### src/verilog/host_spi_defs.svh
`ifndef HOST_SPI_DEFS_SVH
`define HOST_SPI_DEFS_SVH
`define IF_UART 2'h0
`define IF_SPI 2'h1
`define IF_TWO_WIRE 2'h2
`define IF_TWO_WIRE_LP 2'h3
`define FIFO_DATA_ADDR 7'h05
`define ADDR_DIR_BIT 0
`define MAX_BIT_RATE_KBPS 10000
`define CLK_RATE_KHZ 50000
`define CLK_PER_BIT (`CLK_RATE_KHZ / `MAX_BIT_RATE_KBPS)
`endif

### src/verilog/host_spi_pkg.sv
package host_spi_pkg;
	typedef struct packed {
		logic [6:0] addr;
		logic [7:0] data;
	} reg_wr_t;
	typedef enum logic [1:0] {
		ph_addr,
		ph_read,
		ph_write
	} phase_t;
endpackage

### src/verilog/wr_buffer.sv
`timescale 1ns/1ps
// two-entry buffer for outgoing register writes
module wr_buffer #(
	parameter int WIDTH = 15
) (
	// clock and reset
	input wire logic clk,
	input wire logic rst_n,
	// fill side
	input wire logic in_valid,
	output logic in_ready,
	input wire logic [WIDTH-1:0] in_data,
	// drain side
	output logic out_valid,
	input wire logic out_ready,
	output logic [WIDTH-1:0] out_data
);
	logic [WIDTH-1:0] mem_ff [2];
	logic rd_ff;
	logic wr_ff;
	logic [1:0] cnt_ff;
	wire push = in_valid && in_ready;
	wire pop = out_valid && out_ready;

	// occupancy gives honest full and empty
	assign in_ready = cnt_ff != 2'h2;
	assign out_valid = cnt_ff != 2'h0;
	assign out_data = mem_ff[rd_ff];

	always_ff @(posedge clk or negedge rst_n) begin
		if (!rst_n) begin
			rd_ff <= 1'b0;
			wr_ff <= 1'b0;
			cnt_ff <= 2'h0;
		end else begin
			if (push) wr_ff <= ~wr_ff;
			if (pop) rd_ff <= ~rd_ff;
			cnt_ff <= cnt_ff + {1'b0, push} - {1'b0, pop};
		end
	end

	// storage needs no reset, valid gates it
	always_ff @(posedge clk) begin
		if (push) mem_ff[wr_ff] <= in_data;
	end
endmodule

### src/verilog/host_spi_slave_port.sv
`timescale 1ns/1ps
`include "host_spi_defs.svh"
module host_spi_slave_port (
	// core clock and reset
	input wire logic clk,
	input wire logic rst_n,
	// power-up or resume from power-down, one-cycle pulse
	input wire logic wake_pulse,
	// strap pins
	input wire logic host_if_strap_lo,
	input wire logic host_if_strap_hi,
	output logic [1:0] host_if_type,
	output logic if_detect_done,
	// serial pins: a=mosi, b=sck, c=miso, d=nss
	input wire logic host_pin_a,
	input wire logic host_pin_b,
	output logic host_pin_c,
	output logic host_pin_c_oe,
	input wire logic host_pin_d,
	// register read port
	output logic rd_req,
	output logic [6:0] rd_addr,
	input wire logic [7:0] rd_data,
	// register write port
	output logic wr_valid,
	input wire logic wr_ready,
	output logic [6:0] wr_addr,
	output logic [7:0] wr_data,
	// stalled write lost flag
	output logic wr_overrun
);
	////////////////////////////////////////////////////////////////////////
	// strap detection
	logic [1:0] type_ff;
	logic done_ff;
	logic pend_ff;

	// straps are caught in a clocked step after release, never by the reset itself
	always_ff @(posedge clk or negedge rst_n) begin
		if (!rst_n) begin
			pend_ff <= 1'b1;
			done_ff <= 1'b0;
			type_ff <= `IF_UART;
		end else if (wake_pulse) begin
			pend_ff <= 1'b1;
			done_ff <= 1'b0;
		end else if (pend_ff) begin
			pend_ff <= 1'b0;
			done_ff <= 1'b1;
			// the high strap alone picks serial, the low strap alone picks two-wire
			type_ff <= {host_if_strap_lo, host_if_strap_hi};
		end
	end
	assign host_if_type = type_ff;
	assign if_detect_done = done_ff;
	wire spi_on = done_ff && (type_ff == `IF_SPI);
	wire port_rst = wake_pulse || !spi_on;

	////////////////////////////////////////////////////////////////////////
	// pin synchronisers, two flops each
	logic [2:0] s1_ff;
	logic [2:0] s2_ff;
	logic sck_d_ff;
	always_ff @(posedge clk or negedge rst_n) begin
		if (!rst_n) begin
			s1_ff <= 3'h1;
			s2_ff <= 3'h1;
			sck_d_ff <= 1'b0;
		end else begin
			s1_ff <= {host_pin_a, host_pin_b, host_pin_d};
			s2_ff <= s1_ff;
			sck_d_ff <= s2_ff[1];
		end
	end
	wire mosi_s = s2_ff[2];
	wire sck_s = s2_ff[1];
	wire nss_s = s2_ff[0];
	// 160 ns sck at 20 ns clk leaves 4 samples per phase; 10 Mbit/s needs 
	// a faster core clock, see CLK_PER_BIT
	wire sck_rise = sck_s && !sck_d_ff;
	wire sck_fall = !sck_s && sck_d_ff;
	wire idle = nss_s || port_rst;

	////////////////////////////////////////////////////////////////////////
	// shifter and transaction state
	logic [2:0] bit_ff;
	logic [7:0] sh_ff;
	logic [7:0] tx_ff;
	logic [7:0] load_ff;
	logic load_pend_ff;
	logic [6:0] addr_ff;
	logic miso_ff;
	logic rd_req_ff;
	logic [6:0] rd_addr_ff;
	logic ovr_ff;
	host_spi_pkg::phase_t ph_ff;

	wire [7:0] byte_in = {sh_ff[6:0], mosi_s};
	wire byte_done = sck_rise && (bit_ff == 3'h7);
	wire is_read = byte_in[`ADDR_DIR_BIT];
	wire [6:0] byte_addr = byte_in[7:1];
	wire fifo_hit = addr_ff == `FIFO_DATA_ADDR;
	wire [6:0] addr_inc = fifo_hit ? addr_ff : addr_ff + 7'h01;
	wire do_write = byte_done && (ph_ff == host_spi_pkg::ph_write);
	wire new_addr = byte_done && (ph_ff != host_spi_pkg::ph_write);

	host_spi_pkg::reg_wr_t wr_in;
	host_spi_pkg::reg_wr_t wr_out;
	logic buf_ready;
	assign wr_in.addr = addr_ff;
	assign wr_in.data = byte_in;

	// bit counter and shift register, cleared whenever select is high
	always_ff @(posedge clk or negedge rst_n) begin
		if (!rst_n) begin
			bit_ff <= 3'h0;
			sh_ff <= 8'h00;
		end else if (idle) begin
			bit_ff <= 3'h0;
			sh_ff <= 8'h00;
		end else if (sck_rise) begin
			bit_ff <= bit_ff + 3'h1;
			sh_ff <= byte_in;
		end
	end

	// phase: address, then read answers or write data
	always_ff @(posedge clk or negedge rst_n) begin
		if (!rst_n) begin
			ph_ff <= host_spi_pkg::ph_addr;
			addr_ff <= 7'h00;
		end else if (idle) begin
			ph_ff <= host_spi_pkg::ph_addr;
		end else if (byte_done) begin
			case (ph_ff)
				host_spi_pkg::ph_addr: begin
					addr_ff <= byte_addr;
					ph_ff <= is_read ? host_spi_pkg::ph_read : host_spi_pkg::ph_write;
				end
				host_spi_pkg::ph_read: begin
					addr_ff <= byte_addr;
				end
				host_spi_pkg::ph_write: begin
					addr_ff <= addr_inc;
				end
				default: begin
					ph_ff <= host_spi_pkg::ph_addr;
				end
			endcase
		end
	end

	// read request one cycle after each address byte with the read bit set; data held for the next byte
	always_ff @(posedge clk or negedge rst_n) begin
		if (!rst_n) begin
			rd_req_ff <= 1'b0;
			rd_addr_ff <= 7'h00;
			load_pend_ff <= 1'b0;
			load_ff <= 8'h00;
		end else begin
			rd_req_ff <= new_addr && is_read && !idle;
			if (new_addr) rd_addr_ff <= byte_addr;
			if (idle) begin
				load_pend_ff <= 1'b0;
				load_ff <= 8'h00;
			end else if (rd_req_ff) begin
				load_pend_ff <= 1'b1;
				load_ff <= rd_data;
			end else if (do_write) begin
				load_ff <= 8'h00;
			end
			if (!idle && sck_fall && bit_ff == 3'h0) load_pend_ff <= 1'b0;
		end
	end
	assign rd_req = rd_req_ff;
	assign rd_addr = rd_addr_ff;

	// output shifter moves on falling edges, msb first
	always_ff @(posedge clk or negedge rst_n) begin
		if (!rst_n) begin
			tx_ff <= 8'h00;
			miso_ff <= 1'b0;
		end else if (idle) begin
			tx_ff <= 8'h00;
			miso_ff <= 1'b0;
		end else if (sck_fall) begin
			if (bit_ff == 3'h0) begin
				miso_ff <= load_ff[7];
				tx_ff <= {load_ff[6:0], 1'b0};
			end else begin
				miso_ff <= tx_ff[7];
				tx_ff <= {tx_ff[6:0], 1'b0};
			end
		end
	end
	// only drive the answer line while selected, so other slaves may share it
	assign host_pin_c = miso_ff;
	assign host_pin_c_oe = !idle;

	////////////////////////////////////////////////////////////////////////
	// write path through the two-entry buffer
	wr_buffer #(
		.WIDTH(15)
	) u_wr_buffer (
		.clk(clk),
		.rst_n(rst_n),
		.in_valid(do_write),
		.in_ready(buf_ready),
		.in_data(wr_in),
		.out_valid(wr_valid),
		.out_ready(wr_ready),
		.out_data(wr_out)
	);
	assign wr_addr = wr_out.addr;
	assign wr_data = wr_out.data;

	// sticky flag for a byte dropped against a full buffer; cleared on wake, but a drop in the same cycle wins
	always_ff @(posedge clk or negedge rst_n) begin
		if (!rst_n) ovr_ff <= 1'b0;
		else if (do_write && !buf_ready) ovr_ff <= 1'b1;
		else if (wake_pulse) ovr_ff <= 1'b0;
	end
	assign wr_overrun = ovr_ff;
endmodule

### config.mk
export PLATFORM = sky130hd
export DESIGN_NAME = host_spi_slave_port
export DESIGN_NICKNAME = d
export VERILOG_FILES = /design/src/verilog/host_spi_pkg.sv /design/src/verilog/wr_buffer.sv /design/src/verilog/host_spi_slave_port.sv
export VERILOG_INCLUDE_DIRS = /design/src /design/src/verilog
export SDC_FILE = /design/constraint.sdc
export NUM_CORES = 1
export LEC_CHECK = 0
export ABC_AREA = 1
export BUFFER_PORTS_ARGS = -buffer_cell sky130_fd_sc_hd__buf_2
export CAP_MARGIN = 15
export CORE_ASPECT_RATIO = 0.9
export CORE_UTILIZATION = 58
export DETAILED_ROUTE_END_ITERATION = 10
export GPL_ROUTABILITY_DRIVEN = 0
export PLACE_DENSITY = 0.79
export SYNTH_ARGS = -nofsm -noshare
export SYNTH_HDL_FRONTEND = slang
export SYNTH_SLANG_ARGS = --single-unit
export TNS_END_PERCENT = 20
### constraint.sdc
create_clock -name clk -period 2.7 [get_ports clk]
set_input_delay 0.135 -clock clk [delete_from_list [all_inputs] [get_ports clk]]
set_output_delay 0.135 -clock clk [all_outputs]
set_load 0.005 [all_outputs]
==> reports/summary.txt <==
status -> complete, no violations
CTS tree -> done
PD cells -> 627 nW/um2
R2R cell count -> 6
Ys Warns -> 0
CORE AREA -> 6620 um2
Most common cell on crit path -> inv_1
Worst setup SP type -> flop
largest net degree at the start of global routing -> 60
Post-Synthesis Cells -> 404
synth unique cells -> 33
clock skew -> 0.00997 ns
min-delay src -> host_if_strap_hi
DR iter-0 viols -> 146
I/O pin total -> 47
antenna violations before repair -> 0
share of synthesized registers carrying an async set or reset -> 66.3%
First-pass DRT Iterations -> 4
Fin. Hold Viols -> 0
vias in the first global route -> 2678
Fmax -> 471 MHz
Synth top area share -> 35.0%
post-CTS setup buffers -> 0
Placed Cells -> 532
Die X -> 89.6 um
Synth Flop Type -> dfrtp_1
Crit Path Class -> flop to flop
Worst slew margin -> 51.5%
CP delay by family, top -> buffers and inverters
nets -> 484
Worst EP required -> 2.69 ns
TritonCTS Sinks -> 89
setup violators final -> 0
Post-synth EDFFs -> 30
H-tree depth -> 3
routed len/inst -> 12.9 um
sequential area share after synthesis -> 59.5%
register bit total from synthesis -> 89
Routed Antenna Nets -> 0
worst skew pair latency -> 0.36 ns
CP bufs+invs -> 3
fillers -> 500
Die Span Y -> 80.8 um
Synth top cells by count -> nand2_1 (117), dfrtp_1 (56), inv_1 (47)
Synth area leader -> dfrtp_1
drt total wl -> 7120 um
static leakage -> 2.17 nW
Slew @ Worst Pin -> 0.728 ns
grt total ovfl -> 0
Final HPWL DP -> 5030 um
RSZ-0062 raised after global routing -> no
IO Port Bufs -> 46
Hold EP -> host_if_type[0]
Final period util -> 78.7%
Global Route Usage Sum -> 22.4%
max cap viols -> 0
crit path capture type -> flop
clock tree buffer depth -> 2
crit-path cells -> inv_1, ha_1, inv_2, nor2_4, nand3_1, inv_1
Arr. time, crit path -> 2.12 ns
Max Fanout on Critical Path -> 15
DRC Markers -> 0
crit path time final -> 2.12 ns
first-pass GRT wire length -> 11900 um
most area-consuming cells after synthesis -> dfrtp_1 (35%), edfxtp_1 (23%), nand2_1 (11%), inv_1 (4.4%), nand3_1 (4.1%)
Die ar. -> 7240 um2
Post-Syn Nets -> 430
Hold Path Cell Cnt -> 2
Vias/cell -> 5.09
starting density of the core -> 60.4%
Max rail drop VDD -> 0.000380 V
CTS hold repair buffers -> 5
final std cells w/o fill -> 553
cell area after synthesis -> 4000 um2
Hold Path Class -> input pin to flop
max-slew violation count -> 0
root buf cell -> clkbuf_8
synthesized area per cell -> 9.90 um2
r2r startpoint -> ph_ff[0]
Reg2Reg Capture Point -> u_wr_buffer.mem_ff[0][8]
Post-CTS Resized -> 0
most common cell in the synthesized netlist -> nand2_1
Clk pin slew, worst setup/hold paths -> 0.08 ns
CP max stage cell -> inv_1
CTS Buf Count -> 9
Cell Area, Placed -> 4280 um2
diodes inserted -> 0
reg-to-reg setup timing slack -> 0.58 ns
cell area after layout -> 4570 um2
Setup crit start -> ph_ff[0]
DR vias -> 2815
stages on the worst setup path -> 6
synth-to-layout area growth -> 14.2%
CP peak stage delay -> 0.43 ns
share of cells above drive strength 1 -> 22.7%
TNS Setup -> 0 ns
Std-Cell Rows -> 28
==> cells by family after synthesis <==
family / Yosys count / synth area share, %
and+or+nand+nor: 183 / 21.2
muxes: 1 / 0.281
DFF: 89 / 59.5
xor gates and xnor gates: 4 / 0.875
AOI/OAI and AO/OA: 52 / 8.13
adders and majority gates: 9 / 2.81
buffers and inverters: 66 / 7.22
==> placed cells by master, fill, tap and decap left out, types with 5 or more instances in the layout <==
| master | n |
|---|---|
| nand2_1 | 117 |
| dfrtp_1 | 56 |
| inv_1 | 47 |
| buf_2 | 46 |
| nand3_1 | 33 |
| edfxtp_1 | 30 |
| o21ai_0 | 23 |
| nor2_1 | 13 |
| o21ai_2 | 13 |
| ha_1 | 9 |
| clkbuf_8 | 9 |
| a31oi_1 | 7 |
| inv_2 | 6 |
| nand2_2 | 6 |
| dlygate4sd3_1 | 5 |
==> through the flow <==
stage / power, W / setup slack [ns] / hold WS (ns) / utilization, %
final: 0.00286 / 0.575 / 0.0146 / 69.0
after CTS: 0.00290 / 0.546 / 0.00230 / 69.0
after floorplan: 0.00171 / 0.686 / -0.161 / -
after detailed placement: 0.00184 / 0.554 / 0.248 / 64.7
after global placement: 0.00183 / 0.687 / 0.242 / 64.7
after global routing: 0.00301 / 0.378 / 0.0101 / 69.0
==> state kept, by name (all words and copies together) (netlist names), 2 cells and up <==
signal,count
rd_addr,7
s2_ff,3
tx_ff,7
load_ff,8
u_wr_buffer.cnt_ff,2
addr_ff,7
host_if_type,2
bit_ff,3
u_wr_buffer.mem_ff,30
sh_ff,7
ph_ff,2
s1_ff,3
==> worst max-delay path by stage <==
stage	to	slack, ns
final	u_wr_buffer.mem_ff[0][8]	0.58
after global routing	u_wr_buffer.mem_ff[0][6]	0.38
after CTS	u_wr_buffer.mem_ff[0][8]	0.55
after detailed placement	u_wr_buffer.mem_ff[0][12]	0.55
after global placement	u_wr_buffer.mem_ff[0][7]	0.69
after floorplan	u_wr_buffer.mem_ff[1][0]	0.69
==> area by class of cell <==
class / count / area, um2 / share of cell area (%)
Clock buffer: 11 / 131 / 2.88
Clock inverter: 5 / 104 / 2.27
Inverter: 55 / 206 / 4.52
Multi-Input combinational cell: 249 / 1330 / 29.1
Sequential cell: 89 / 2380 / 52.1
Tap cell: 90 / 113 / 2.46
Timing Repair Buffer: 54 / 303 / 6.63
==> routing by layer <==
layer / up-vias / global-route usage (%) / routed length (um)
li1: 1407 / - / -
met4: 0 / 8.25 / 107
met5: - / 0 / 0
met2: 57 / 37.7 / 3470
met1: 1337 / 27.9 / 3190
met3: 14 / 5.89 / 353
==> where the power goes <==
group / internal, W / leakage [nW] / switching [W]
Sequential: 0.00143 / 1.08 / 0.0000526
Combinational: 0.000144 / 0.979 / 0.000193
Clock: 0.000615 / 0.118 / 0.000435
Power figures use the tool's default switching activity.
